--- config.mk ---
export PLATFORM = sky130hd
export DESIGN_NAME = lpddr_burst_ctrl
export DESIGN_NICKNAME = d
export VERILOG_FILES = /design/src/lpddr_cmd_pkg.sv /design/src/lpddr_burst_ctrl.sv /design/src/beat_store.sv
export SDC_FILE = /design/constraint.sdc
export NUM_CORES = 1
export LEC_CHECK = 0
export CAP_MARGIN = 20
export CORE_MARGIN = 1.5
export CORE_UTILIZATION = 30
export CTS_CLUSTER_DIAMETER = 150
export DETAILED_ROUTE_END_ITERATION = 10
export DONT_BUFFER_PORTS = 1
export PLACE_DENSITY = 0.48
export SLEW_MARGIN = 20
export SYNTH_ARGS = -nofsm -noshare
export SYNTH_HDL_FRONTEND = slang
export SYNTH_HIERARCHICAL = 1
export SYNTH_SLANG_ARGS = --single-unit
export TNS_END_PERCENT = 5
--- constraint.sdc ---
create_clock -name core_clk -period 3.9 [get_ports core_clk]
set_input_delay 0.195 -clock core_clk [delete_from_list [all_inputs] [get_ports core_clk]]
set_output_delay 0.195 -clock core_clk [all_outputs]
set_load 0.005 [all_outputs]
--- src/lpddr_cmd_pkg.sv ---
package lpddr_cmd_pkg;
    // Rising-edge command codes on command bits 3..0; read and write use bits 2..0.
    localparam logic [3:0] CMD_PRECHARGE = 4'hB;
    localparam logic [3:0] CMD_BURST_STOP = 4'h3;
    localparam logic [2:0] CMD_READ_CODE = 3'h5;
    localparam logic [2:0] CMD_WRITE_CODE = 3'h1;
    // Field positions in the rising-edge command word.
    localparam int ALL_BANK_POS = 4;
    localparam int BANK_LSB_POS = 7;
    // Auto precharge sits on falling-edge bit 0.
    localparam int AUTO_PRE_POS = 0;
    localparam int PREFETCH_BEATS = 4;
    // Timing in cycles of the link clock; burst length in data beats.
    localparam int READ_LAT_DEF = 3;
    localparam int WRITE_LAT_DEF = 1;
    localparam int BURST_LEN_DEF = 8;
    localparam int RTP_CLK_DEF = 2;
    localparam int WR_CLK_DEF = 3;
    localparam logic [7:0] BANKS_RESET = 8'h00;
endpackage : lpddr_cmd_pkg

--- src/lpddr_burst_ctrl.sv ---
`timescale 1ns/1ps
// Functional notes
// - After burst stop on a write, data capture ends WL clocks later.
// - After burst stop on a read, data output ends RL clocks later.
// - One write mask per data byte blocks that byte on any beat.
// - Write masks sampled with identical timing to write data.
// - Precharge decodes as chip select low, bits 0..3 high high low high.
// - All-bank flag closes every bank; else bits 9..7 pick one bank.
// - Four-bank device ignores top bank bit, codes 4..7 alias 0..3.
// - Array write starts only after all four beats of a group latched.
// - Auto precharge bit low leaves the bank open after the burst.
// - Auto precharge bit is falling-edge bit 0; high engages auto precharge.
// - Read auto precharge starts at max of half burst, half burst-2+RTP.
// - Burst stop decodes as chip select low, bits 0..3 high high low low.
// - Write auto precharge starts one clock plus recovery time after write burst completes.
module lpddr_burst_ctrl
    import lpddr_cmd_pkg::*;
#(
    parameter int DQ_BYTES = 2,
    parameter int EIGHT_BANK = 1,
    parameter int BURST_LEN = BURST_LEN_DEF,
    parameter int READ_LAT = READ_LAT_DEF,
    parameter int WRITE_LAT = WRITE_LAT_DEF,
    parameter int RTP_CLK = RTP_CLK_DEF,
    parameter int WR_CLK = WR_CLK_DEF
) (
    // Clock and reset
    input wire logic core_clk,
    input wire logic rst_n,
    // Link pins, inputs asynchronous to core_clk
    input wire logic link_clk,
    input wire logic cs_n,
    input wire logic [9:0] ca,
    input wire logic [DQ_BYTES*8-1:0] dq_in,
    input wire logic [DQ_BYTES-1:0] write_byte_mask,
    output logic [DQ_BYTES*8-1:0] dq_out,
    output logic dq_oe,
    // Array side
    input wire logic [7:0] bank_activate,
    output logic [7:0] bank_open,
    output logic array_write,
    output logic [DQ_BYTES*32-1:0] array_wdata,
    output logic [DQ_BYTES*4-1:0] array_wkeep,
    output logic precharge_pulse
);
    localparam int W = DQ_BYTES * 8;
    localparam int HALF = BURST_LEN / 2;
    localparam int RD_AP_A = HALF;
    localparam int RD_AP_B = HALF - 2 + RTP_CLK;
    localparam int RD_AP = (RD_AP_A > RD_AP_B) ? RD_AP_A : RD_AP_B;
    localparam int WR_AP = WRITE_LAT + HALF + WR_CLK + 1;

    typedef enum {IDLE, RD_BURST, WR_BURST} burst_state_t;
    burst_state_t state;

    // Two-flop synchronisers; first stage is read only by the second.
    logic clk_meta;
    logic clk_s, clk_d;
    logic cs_meta, cs_s;
    logic [9:0] ca_meta, ca_s;
    logic [W-1:0] dq_meta, dq_s;
    logic [DQ_BYTES-1:0] dm_meta, dm_s;
    always_ff @(posedge core_clk) begin
        clk_meta <= link_clk;
        clk_s <= clk_meta;
        clk_d <= clk_s;
        cs_meta <= cs_n;
        cs_s <= cs_meta;
        ca_meta <= ca;
        ca_s <= ca_meta;
        dq_meta <= dq_in;
        dq_s <= dq_meta;
        dm_meta <= write_byte_mask;
        dm_s <= dm_meta;
    end
    wire rise = clk_s && !clk_d;
    wire fall = !clk_s && clk_d;

    // Rising-edge command capture; falling-edge bit completes it.
    logic cs_r;
    logic [9:0] ca_r;
    logic pend;
    always_ff @(posedge core_clk) begin
        if (!rst_n) begin
            pend <= 1'b0;
            cs_r <= 1'b1;
            ca_r <= '0;
        end else if (rise) begin
            cs_r <= cs_s;
            ca_r <= ca_s;
            pend <= !cs_s;
        end else if (fall) begin
            pend <= 1'b0;
        end
    end
    wire cmd_ok = fall && pend;
    wire is_pre = cmd_ok && (ca_r[3:0] == CMD_PRECHARGE);
    wire is_bst = cmd_ok && (ca_r[3:0] == CMD_BURST_STOP);
    wire is_rd = cmd_ok && (ca_r[2:0] == CMD_READ_CODE);
    wire is_wr = cmd_ok && (ca_r[2:0] == CMD_WRITE_CODE);
    wire ap_bit = ca_s[AUTO_PRE_POS];

    // Burst tracking counted in link clock rising edges.
    logic [7:0] cyc;
    logic [7:0] end_cyc;
    logic [7:0] lat_left;
    logic [2:0] bank;
    logic [2:0] cmd_bank;
    logic stopped;
    logic [7:0] ap_cnt;
    always_comb begin
        cmd_bank = ca_r[BANK_LSB_POS +: 3];
        if (EIGHT_BANK == 0) begin
            cmd_bank[2] = 1'b0;
        end
    end

    always_ff @(posedge core_clk) begin
        if (!rst_n) begin
            state <= IDLE;
            cyc <= '0;
            end_cyc <= '0;
            bank <= '0;
            stopped <= 1'b0;
        end else if (is_rd || is_wr) begin
            state <= is_rd ? RD_BURST : WR_BURST;
            cyc <= '0;
            end_cyc <= 8'(HALF);
            bank <= cmd_bank;
            stopped <= 1'b0;
        end else if (is_bst && !stopped && state != IDLE) begin
            // Effective length becomes twice the elapsed clocks.
            end_cyc <= cyc;
            stopped <= 1'b1;
        end else if (rise) begin
            case (state)
                RD_BURST, WR_BURST: begin
                    cyc <= cyc + 8'h01;
                    if (cyc + 8'h01 >= end_cyc + 8'(state == WR_BURST ? WRITE_LAT : READ_LAT)) begin
                        state <= IDLE;
                    end
                end
                default: state <= IDLE;
            endcase
        end
    end

    // Auto precharge counts link clock rises from the command itself, so a read
    // precharge can start under the tail of its own data burst.
    always_ff @(posedge core_clk) begin
        if (!rst_n) begin
            ap_cnt <= '0;
        end else if ((is_rd || is_wr) && !ap_bit) begin
            ap_cnt <= '0;
        end else if (is_rd) begin
            ap_cnt <= 8'(RD_AP);
        end else if (is_wr) begin
            ap_cnt <= 8'(WR_AP);
        end else if (rise && ap_cnt != 8'h00) begin
            ap_cnt <= ap_cnt - 8'h01;
        end
    end
    wire ap_fire = rise && ap_cnt == 8'h01;
    // Data windows open once latency has passed; write beats run two per link clock.
    wire rd_live = state == RD_BURST && cyc >= 8'(READ_LAT);
    wire wr_live = state == WR_BURST && cyc >= 8'(WRITE_LAT);

    // Bank open state.
    always_ff @(posedge core_clk) begin
        if (!rst_n) begin
            bank_open <= BANKS_RESET;
            precharge_pulse <= 1'b0;
        end else begin
            precharge_pulse <= is_pre || ap_fire;
            if (is_pre && ca_r[ALL_BANK_POS]) begin
                bank_open <= BANKS_RESET;
            end else if (is_pre) begin
                bank_open <= (bank_open | bank_activate) & ~(8'h01 << cmd_bank);
            end else if (ap_fire) begin
                bank_open <= (bank_open | bank_activate) & ~(8'h01 << bank);
            end else begin
                bank_open <= bank_open | bank_activate;
            end
        end
    end

    // Write capture on both link edges, mask sampled alongside data.
    logic [1:0] beat;
    logic [W*4-1:0] grp;
    logic [DQ_BYTES*4-1:0] keep;
    always_ff @(posedge core_clk) begin
        if (!rst_n || is_wr) begin
            beat <= '0;
            array_write <= 1'b0;
            grp <= '0;
            keep <= '0;
            array_wdata <= '0;
            array_wkeep <= '0;
        end else begin
            array_write <= 1'b0;
            if (wr_live && (rise || fall)) begin
                grp[beat*W +: W] <= dq_s;
                keep[beat*DQ_BYTES +: DQ_BYTES] <= ~dm_s;
                beat <= beat + 2'h1;
                if (beat == 2'(PREFETCH_BEATS - 1)) begin
                    array_write <= 1'b1;
                    array_wdata <= {dq_s, grp[W*3-1:0]};
                    array_wkeep <= {~dm_s, keep[DQ_BYTES*3-1:0]};
                end
            end
        end
    end

    // Read output from a small store of the last written group.
    logic [W-1:0] rd_word;
    beat_store #(.WIDTH(W), .DEPTH(4)) u_store (
        .core_clk(core_clk),
        .wr_en(wr_live && (rise || fall)),
        .wr_addr(beat),
        .wr_data(dq_s),
        .wr_keep(~dm_s),
        .rd_addr(beat),
        .rd_data(rd_word)
    );
    always_ff @(posedge core_clk) begin
        if (!rst_n) begin
            dq_out <= '0;
            dq_oe <= 1'b0;
        end else begin
            dq_oe <= rd_live;
            dq_out <= rd_live ? rd_word : '0;
        end
    end
endmodule : lpddr_burst_ctrl

--- src/beat_store.sv ---
`timescale 1ns/1ps
module beat_store #(
    parameter int WIDTH = 16,
    parameter int DEPTH = 16
) (
    // Clock
    input wire logic core_clk,
    // Write port
    input wire logic wr_en,
    input wire logic [$clog2(DEPTH)-1:0] wr_addr,
    input wire logic [WIDTH-1:0] wr_data,
    input wire logic [WIDTH/8-1:0] wr_keep,
    // Read port
    input wire logic [$clog2(DEPTH)-1:0] rd_addr,
    output logic [WIDTH-1:0] rd_data
);
    logic [WIDTH-1:0] mem [DEPTH];

    // One generate lane per byte so a masked byte keeps its old contents.
    for (genvar b = 0; b < WIDTH / 8; b++) begin : g_lane
        always_ff @(posedge core_clk) begin
            if (wr_en && wr_keep[b]) begin
                mem[wr_addr][b*8 +: 8] <= wr_data[b*8 +: 8];
            end
        end
    end

    always_ff @(posedge core_clk) begin
        rd_data <= mem[rd_addr];
    end
endmodule : beat_store

==> flow_summary.json, run 1 <==
{
  "status": "complete, no violations",
  "final_cell_count_no_fill": 1644,
  "worstHoldStart": "rst_n",
  "drv_slew": 0,
  "worstSetupPathType": "reg -> reg",
  "postRouteAntennaNets": 0,
  "gp_congestion": 0.744,
  "ff_latch_area_sq_um": 7270,
  "drcViolationCount": 0,
  "die_h_um": 199,
  "grt_pass1_wl_mm": 42.9,
  "wl_met1_mm": 12.9,
  "dpl.hpwl_mm": 18.2,
  "relSlewSlack_pct": 44.8,
  "io_buffers": 0,
  "cp_num_cells": 14,
  "setup_viol": 0,
  "maxCapViolCount": 0,
  "synth_nets": 1141,
  "num_rows": 71,
  "numCtsBuffers": 37,
  "drt_first_pass_iters": 5,
  "grt_util_all_layers_pct": 14.2,
  "wl_met2_mm": 12.7,
  "hold_depth": 3,
  "synth_area_per_cell_sq_um": 10.7,
  "die-area_sq_um": 39700,
  "worst_hold_slack_ns": 0.0355,
  "worst_pin_slew_ns": 0.828,
  "fin_crit_sh_pct": 72.0,
  "worstPathRequired_ns": 4.36,
  "peakVddDrop_uv": 327,
  "grt_pass1_vias": 7326,
  "cp_top_family": "adder cells",
  "rrSetupSlack_ns": 1.09,
  "place_ws_ns": 1.09,
  "grt_overflow": 0,
  "path_common_cell": "ha_1",
  "fmax_mhz": 356,
  "post_cts_buffers": 0,
  "critPathLaunchType": "flip-flop",
  "post-route-worst-setup-slack_ns": 1.09,
  "yosysWarnings": 6,
  "start_util_pct": 30.6,
  "dp_cells": 1539,
  "synthCells": 1075,
  "ys_ff_latch": 331,
  "final.setup_skew_ns": 0.0186,
  "fillers": 3723,
  "rsz0062_at_grt": "no",
  "rr_endpoint": "state[1]",
  "synthDistinctLibCells": 54,
  "synth_ff_type": "dfxtp_1",
  "drt-initial-drc-count": 331,
  "period_needed_ns": 2.81,
  "die_w_um": 199,
  "powerDensity_nw_per_um2": 553,
  "timing.rr.start": "state[0]",
  "async_reset_ff_share_pct": 0,
  "path_cells": "inv_1, ha_1, inv_1, ha_1, a21o_1, and4_1, nand3_1, xor2_1, ha_1, nand4_1, o21ai_0, nor4b_1, o21ai_0, a21oi_1",
  "clk_latency_ns": 0.53,
  "ys_seq_area_share_pct": 62.9,
  "power.leakage_nw": 4.76,
  "multi_input_area_sq_um": 3900,
  "wl_mm": 27.9,
  "hold_viol_final": 0,
  "via_per_inst": 4.60,
  "crit_path_top_delay_cell": "dfxtp_1",
  "clk_path_buf_depth": 3,
  "root_buffer": "clkbuf_16",
  "cpPeakStageDelay_ns": 0.36,
  "antenna_found_initial": 1,
  "worstHoldPathType": "in -> reg",
  "critPathBufInv": 2,
  "vias": 7569,
  "synth_edf_count": 64,
  "cp.arrival_ns": 3.26,
  "hold_path_end": "dq_oe",
  "ctsResizeCount": 0,
  "drt-wirelength-per-cell_um": 17.0,
  "reg2reg_depth": 14,
  "end_kind": "flip-flop",
  "io_pins": 139,
  "netlist_area_sq_um": 11600,
  "cts_max_level": 2,
  "drive_above_1_share_pct": 9.10,
  "layout_commonest_cell": "dfxtp_1",
  "layout_common_cells": "dfxtp_1, nand2_1, a21oi_1, edfxtp_1, nand3_1",
  "cts_tree": "yes",
  "top_layer_used": "met4",
  "fin_setup_tns_ns": 0,
  "fp.coreArea_sq_um": 37800,
  "nNetsFinal": 1170,
  "area_delta_synth_final_pct": 18.6,
  "grt_max_degree": 75,
  "cts_sinks": 331,
  "crit_path_max_fanout": 3,
  "clk_pin_slew_ns": 0.06,
  "wl_met3_mm": 1.75
}
==> routing by layer <==
metal  up-vias  global-route usage, %
met1      3625                   19.0
met2       143                   22.0
met5         -                      0
li1       3758                      -
met3        43                   4.02
met4         0                   4.38
==> worst max-delay path by stage <==
stage | from | slack, ns | endpoint
after CTS | state[0] | 1.08 | state[1]
after global placement | state[0] | 1.09 | state[0]
final | state[0] | 1.09 | state[1]
after floorplan | cyc[0] | 1.16 | u_store/mem[0][10]
after detailed placement | state[0] | 1.09 | state[1]
after global routing | state[0] | 0.83 | state[0]
==> cell usage after synthesis (6+ instances only) <==
master    instances  area (sq um)
o31ai_1           6          45.0
a21oi_1          99           495
buf_6             6          67.6
ha_1             25           313
mux2i_1           9          90.1
nor2_1           43           161
nand2_1         224           841
o21ai_0          54           270
mux4_1            6           158
inv_1            25          93.8
nand3_1          62           310
a31oi_1          11          68.8
dfxtp_1         267          5350
o221ai_1          8          70.1
and2_1           19           119
edfxtp_1         64          1920
xor2_1           16           140
xnor2_1           8          70.1
mux4_2           10           225
buf_2            10          50.1
clkbuf_1         37           139
==> state kept, by name, indices dropped and copies added (netlist names), 16 cells and up <==
register         cells
dq_s                16
dq_out              16
dq_meta             16
u_store/mem         64
array_wdata         64
grp                 48
u_store/rd_data     16
==> cells by family after synthesis <==
kind of cell | after synthesis | share of synthesized area (%)
AND/OR/NAND/NOR | 392 | 15.5
flip-flops | 331 | 62.9
AO/OA/AOI/OAI | 191 | 9.29
buffers and inverters | 86 | 3.53
adder cells (fa/ha/maj) | 26 | 2.88
multiplexers | 25 | 4.09
XOR/XNOR | 24 | 1.82
==> stage by stage <==
stage | util, % | total power [W] | cell area [sq um]
3_3_place_gp | 31.9 | 0.00401 | 12000
2_1_floorplan | - | 0.00392 | 11600
3_5_place_dp | 31.9 | 0.00401 | 12000
6_report | 36.3 | 0.00757 | 13700
4_1_cts | 36.3 | 0.00768 | 13700
5_1_grt | 36.3 | 0.00786 | 13700
==> what timing repair did <==
| item | 4_1_cts | 5_1_grt |
|---|---|---|
| endpoints found under the hold margin | 43 | 0 |
| endpoints found under the setup margin | 0 | 0 |
| hold buffers | 37 | 0 |
==> worst reg2reg max path, delay by kind of cell (launching register included) <==
family	cells	cell delay, ns
fa+ha+maj	3	0.74
compound gates	4	0.66
simple gates	4	0.65
flops	1	0.36
buf+inv	2	0.19
xor+xnor	1	0.15
==> power by group <==
group          internal (W)  total (W)  leakage [nW]  switching, W
Combinational      0.000141   0.000314          1.37      0.000173
Sequential          0.00356    0.00366          2.76     0.0000937
Clock               0.00218    0.00360         0.639       0.00141
==> layout make-up <==
| type | instances | area share, % |
|---|---|---|
| clock inverter | 17 | 1.48 |
| clock buffer | 50 | 7.95 |
| sequential | 331 | 53.1 |
| multi-input combinational | 658 | 28.5 |
| inverter | 25 | 0.685 |
| timing repair buffer | 51 | 3.65 |
| antenna | 1 | 0.0183 |
| tap | 511 | 4.67 |
No activity file was read; power rests on OpenSTA's default activity.
==> inputs of run 2 (changes only) <==
Clock period 3.9 ns to 2.66 ns, I/O delays scaled along.
==> run 2 against run 1 <==
First-iteration DRC count grew 31%. Non-clock buffer count grew 16. Critical path depth is the same. Hold slack gained 0.11 ns. Critical path type unchanged. Largest cell class unchanged.
==> flow_summary.json, run 2 (synthesis results as in run 1) <==
{
  "status": "complete, no violations",
  "worstSetupPathType": "reg -> reg",
  "drive_above_1_share_pct": 10.5,
  "gr-usage-met3_pct": 4.73,
  "setup_viol": 0,
  "clk_latency_ns": 0.54,
  "layout_common_cells": "dfxtp_1, nand2_1, a21oi_1, edfxtp_1, nand3_1",
  "critPathLaunchType": "flip-flop",
  "fp.coreArea_sq_um": 37800,
  "nNetsFinal": 1186,
  "worstSetupEndpoint": "state[1]",
  "root_buffer": "clkbuf_16",
  "io_pins": 139,
  "io_buffers": 0,
  "reg.largest.list": "array_wdata: 64 flops, u_store/mem: 64 flops, grp: 48 flops",
  "rrSetupSlack_ns": 0.05,
  "end_kind": "flip-flop",
  "cts_sinks": 331,
  "die_h_um": 199,
  "worst_hold_slack_ns": 0.141,
  "grt_overflow": 0,
  "busiest_layer": "met2",
  "worstPathRequired_ns": 3.12,
  "ff_latch_area_sq_um": 7270,
  "cts_max_level": 2,
  "cp.arrival_ns": 3.08,
  "reg2reg_depth": 14,
  "switching_share_pct": 22.2,
  "grt_pass1_vias": 7478,
  "internal-power_w": 0.00854,
  "rr_endpoint": "state[1]",
  "peakVddDrop_uv": 478,
  "crit_start": "state[0]",
  "num_rows": 71,
  "diodes": 0,
  "fin_crit_sh_pct": 98.3,
  "powerDensity_nw_per_um2": 794,
  "dpl.hpwl_mm": 18.2,
  "hold_viol_final": 0,
  "numCtsBuffers": 37,
  "final.setup_skew_ns": 0.0243,
  "crit_path_max_fanout": 3,
  "vias": 7650,
  "p_clk_share_pct": 46.9,
  "grt_util_all_layers_pct": 14.6,
  "gp_congestion": 0.753,
  "fillers": 3747,
  "sequentialPowerShare_pct": 48.9,
  "period_needed_ns": 2.61,
  "clk_path_buf_depth": 3,
  "power.leakage_nw": 4.83,
  "p_sw_w": 0.00244,
  "fin_util_pct": 36.6,
  "die-area_sq_um": 39700,
  "drt-initial-drc-count": 434,
  "drt_first_pass_iters": 4,
  "drt-wirelength-per-cell_um": 17.4,
  "relSlewSlack_pct": 52.9,
  "multi_input_area_sq_um": 3960,
  "fmax_mhz": 382,
  "maxCapViolCount": 0,
  "start_util_pct": 30.6,
  "grtUsageMet2_pct": 22.6,
  "timing.rr.start": "state[0]",
  "grt_pass1_wl_mm": 44.0,
  "rsz0062_at_grt": "yes",
  "via_per_inst": 4.61,
  "combPwrFrac_pct": 4.2,
  "grt_max_degree": 55,
  "die_w_um": 199,
  "drcViolationCount": 0,
  "clk_pin_slew_ns": 0.06,
  "cts_tree": "yes",
  "postRouteAntennaNets": 0,
  "worstHoldPathType": "in -> reg",
  "worst_pin_slew_ns": 0.704,
  "wl_mm": 28.9,
  "antenna_found_initial": 0,
  "drv_slew": 0,
  "layout_commonest_cell": "dfxtp_1",
  "area_delta_synth_final_pct": 19.7,
  "met1_usage_pct": 19.3
}
==> run 2: critical path: stages, from the launching register on <==
cell     delay (ns)
dfxtp_2        0.33
inv_2          0.07
ha_4           0.15
inv_4          0.04
ha_4           0.24
a21o_1         0.13
and4_4         0.25
nand3_2        0.08
xor2_1         0.17
ha_1           0.32
nand4_1        0.09
o21ai_1        0.09
nor4b_2        0.29
o21ai_1        0.14
a21oi_1        0.15
==> run 2: worst min path at each step <==
stage	from	end	slack, ns	depth (start not counted)
final	dq_in[10]	dq_meta[10]	0.14	1
after global placement	ca[4]	ca_meta[4]	0.16	0
after global routing	dq_in[12]	dq_meta[12]	0.12	1
after floorplan	ca[0]	ca_meta[0]	0.16	0
after CTS	rst_n	grp[24]	0.02	4
after detailed placement	dq_in[8]	dq_meta[8]	0.16	0
==> run 2: metrics by stage <==
stage / instances / total power (W) / worst slack (ns) / area (sq um) / setup TNS (ns)
6_report: 1660 / 0.0110 / 0.0455 / 13800 / 0
5_1_grt: 1660 / 0.0114 / -0.174 / 13800 / -0.291
4_1_cts: 1658 / 0.0112 / 0.0195 / 13800 / 0
3_5_place_dp: 1553 / 0.00589 / -0.0114 / 12100 / -0.0147
3_3_place_gp: 1553 / 0.00588 / 0.0321 / 12100 / 0
2_1_floorplan: 1075 / 0.00575 / -0.0123 / 11600 / -0.0981
==> run 2: layout make-up <==
class                      count  area share [%]
tap                          511            4.62
multi-input combinational    658            28.6
clock buffer                  56            8.04
clock inverter                12           0.995
sequential                   331            52.6
timing repair buffer          67            4.50
inverter                      25           0.696
==> run 2: routing by layer <==
| layer | share of wire, % | routed length (um) | vias up |
|---|---|---|---|
| li1 | - | - | 3782 |
| met1 | 45 | 13100 | 3691 |
| met2 | 45 | 13100 | 144 |
| met3 | 7.5 | 2170 | 33 |
| met4 | 1.7 | 500 | 0 |
| met5 | 0 | 0 | - |
==> run 2: power groups by stage <==
stage | combinational (W) | clock [W] | sequential, W
2_1_floorplan | 0.000342 | 0 | 0.00541
3_3_place_gp | 0.000405 | 0 | 0.00548
3_5_place_dp | 0.000410 | 0 | 0.00548
4_1_cts | 0.000460 | 0.00533 | 0.00537
5_1_grt | 0.000531 | 0.00552 | 0.00538
6_report | 0.000464 | 0.00515 | 0.00537
==> run 2: repair_timing <==
item | CTS | global route
resized for setup | 1 | 13
hold endpoints to repair | 51 | 7
hold buffers | 37 | 1
setup buffers | 0 | 1
pin swaps | 0 | 9
endpoints found under the setup margin | 2 | 2
==> inputs of run 3 (changes only) <==
==> constraint.sdc (replaced) <==
create_clock -name core_clk -period 2.66 [get_ports core_clk]
set_input_delay 0.133 -clock core_clk [delete_from_list [all_inputs] [get_ports core_clk]]
set_output_delay 0.133 -clock core_clk [all_outputs]
set_load 0.1 [all_outputs]
==> run 3 against run 2 <==
Sequential power is essentially flat. Count of clock-buffer cells in the layout is 5 lower. Sequential share of layout area down 2.3 points. Combinational power is 19% higher. Non-clock buffer count up 84. Via count increased by 4.2%. Critical path depth unchanged. Register-to-register slack gained 0.04 ns. Routed wire length is 1.6% higher.
==> flow_summary.json, run 3 (synthesis results as in run 1) <==
{
  "via_per_inst": 4.57,
  "layout_commonest_cell": "dfxtp_1",
  "io_pins": 139,
  "crit_path_max_fanout": 3,
  "status": "complete, no violations",
  "cts_tree": "yes",
  "rr_endpoint": "state[1]",
  "clk_pin_slew_ns": 0.06,
  "cts_sinks": 331,
  "hold_path_end": "dq_meta[3]",
  "multi_input_area_sq_um": 3960,
  "wl_mm": 29.4,
  "crit_start": "state[0]",
  "final.setup_skew_ns": 0.00934,
  "drt-initial-drc-count": 347,
  "cpPeakStageDelay_ns": 0.33,
  "die_h_um": 199,
  "setup_viol": 0,
  "layout_common_cells": "dfxtp_1, nand2_1, buf_4, a21oi_1, edfxtp_1",
  "placed_cell_area_sq_um": 12700,
  "grt_pass1_vias": 7800,
  "fmax_mhz": 388,
  "area_delta_synth_final_pct": 25.1,
  "io_buffers": 0,
  "peakVddDrop_uv": 510,
  "grt_overflow": 0,
  "reg.largest.list": "array_wdata: 64 flops, u_store/mem: 64 flops, grp: 48 flops",
  "numCtsBuffers": 38,
  "worstSetupPathType": "reg -> reg",
  "timing.rr.start": "state[0]",
  "grt_max_degree": 79,
  "fin_crit_sh_pct": 96.8,
  "critPathBufInv": 2,
  "clk_path_buf_depth": 3,
  "period_needed_ns": 2.58,
  "antenna_found_initial": 0,
  "worstHoldPathType": "in -> reg",
  "diodes": 0,
  "hold_depth": 1,
  "path_cells": "inv_2, ha_4, inv_2, ha_4, a21o_1, and4_4, nand3_2, xor2_1, ha_1, nand4_1, o21ai_1, nor4b_1, o21ai_1, a21oi_1",
  "relSlewSlack_pct": 29.2,
  "fin_setup_tns_ns": 0,
  "drv_slew": 0,
  "grt_pass1_wl_mm": 44.9,
  "dpl.hpwl_mm": 18.5,
  "fillers": 3726,
  "cts_max_level": 2,
  "powerDensity_nw_per_um2": 765,
  "drt-wirelength-per-cell_um": 16.8,
  "gp_congestion": 0.765,
  "rsz0062_at_grt": "yes",
  "p_total_w": 0.0111,
  "cp.arrival_ns": 3.04,
  "clk_latency_ns": 0.55,
  "rrSetupSlack_ns": 0.08,
  "power.leakage_nw": 5.29,
  "worstPathRequired_ns": 3.13,
  "ff_latch_area_sq_um": 7270,
  "root_buffer": "clkbuf_16",
  "num_rows": 71,
  "reg2reg_depth": 14,
  "drcViolationCount": 0,
  "drt_first_pass_iters": 4,
  "grt_util_all_layers_pct": 14.9,
  "critPathLaunchType": "flip-flop",
  "postRouteAntennaNets": 0,
  "fin_util_pct": 38.3,
  "drive_above_1_share_pct": 16.7,
  "crit_path_top_delay_cell": "dfxtp_2",
  "hold_viol_final": 0,
  "die-area_sq_um": 39700,
  "maxCapViolCount": 0,
  "end_kind": "flip-flop",
  "cp_num_cells": 14,
  "fp.coreArea_sq_um": 37800,
  "stdcell_area_sq_um": 14500,
  "vias": 7975,
  "die_w_um": 199,
  "worstHoldStart": "dq_in[3]",
  "worst_pin_slew_ns": 1.06,
  "start_util_pct": 30.6,
  "nNetsFinal": 1272,
  "cp_top_family": "simple AND/OR/NAND/NOR gates"
}
==> run 3: cell types whose count changed in the layout (fill, tap and decap cells not counted), sizes merged <==
cell	change
buf	+84
clkbuf	-5
clkinv	+2
clkinvlp	+2
inv	+2
nor2	+1
==> run 3: report_power, final <==
part | total (W) | switching (W) | internal (W)
Combinational | 0.000554 | 0.000333 | 0.000220
Clock | 0.00513 | 0.00209 | 0.00304
Sequential | 0.00537 | 0.000139 | 0.00523
Total | 0.0111 | 0.00256 | 0.00849
==> run 3: how the worst max path moves through the flow <==
stage,to,slack [ns]
6_report,state[1],0.08
4_1_cts,state[0],0.0006
3_3_place_gp,state[1],0.06
3_5_place_dp,state[0],-0.04
2_1_floorplan,u_store/mem[0][0],-0.01
5_1_grt,state[1],-0.03
==> run 3: metal layers <==
metal	vias up	routed length, um	share of wire, %	global-route usage, %
met5	-	0	0	0
met4	0	779	2.7	6.03
met3	50	1910	6.5	4.03
met2	159	13100	45	22.8
met1	3802	13600	46	19.9
li1	3964	-	-	-
==> run 3: cell type report <==
type | instances | area share, %
clock buffer | 51 | 7.41
clock inverter | 18 | 1.14
inverter | 25 | 0.649
multi-input combinational | 659 | 27.4
sequential | 331 | 50.3
tap | 511 | 4.42
timing repair buffer | 151 | 8.67
==> run 3: per-stage QoR <==
stage,hold slack (ns),setup WS [ns],cells
after floorplan,0.161,-0.0123,1075
after global placement,0.161,0.0590,1632
after detailed placement,0.161,-0.0378,1632
after CTS,0.0157,0.000604,1738
after global routing,0.112,-0.0285,1746
final,0.132,0.0848,1746
==> run 3: worst register-to-register path, stage by stage (launching register included) <==
cell and delay [ns]:
dfxtp_2 0.33, inv_2 0.07, ha_4 0.14, inv_2 0.05
ha_4 0.24, a21o_1 0.12, and4_4 0.24, nand3_2 0.08
xor2_1 0.17, ha_1 0.31, nand4_1 0.11, o21ai_1 0.08
nor4b_1 0.28, o21ai_1 0.13, a21oi_1 0.15
==> run 3: timing repair <==
action	in CTS	in global routing
gates resized for setup	2	11
gates cloned	0	1
pin swaps	1	11
endpoints found under the hold margin	55	5
hold buffers	37	1
buffers inserted	0	6
endpoints found under the setup margin	2	72
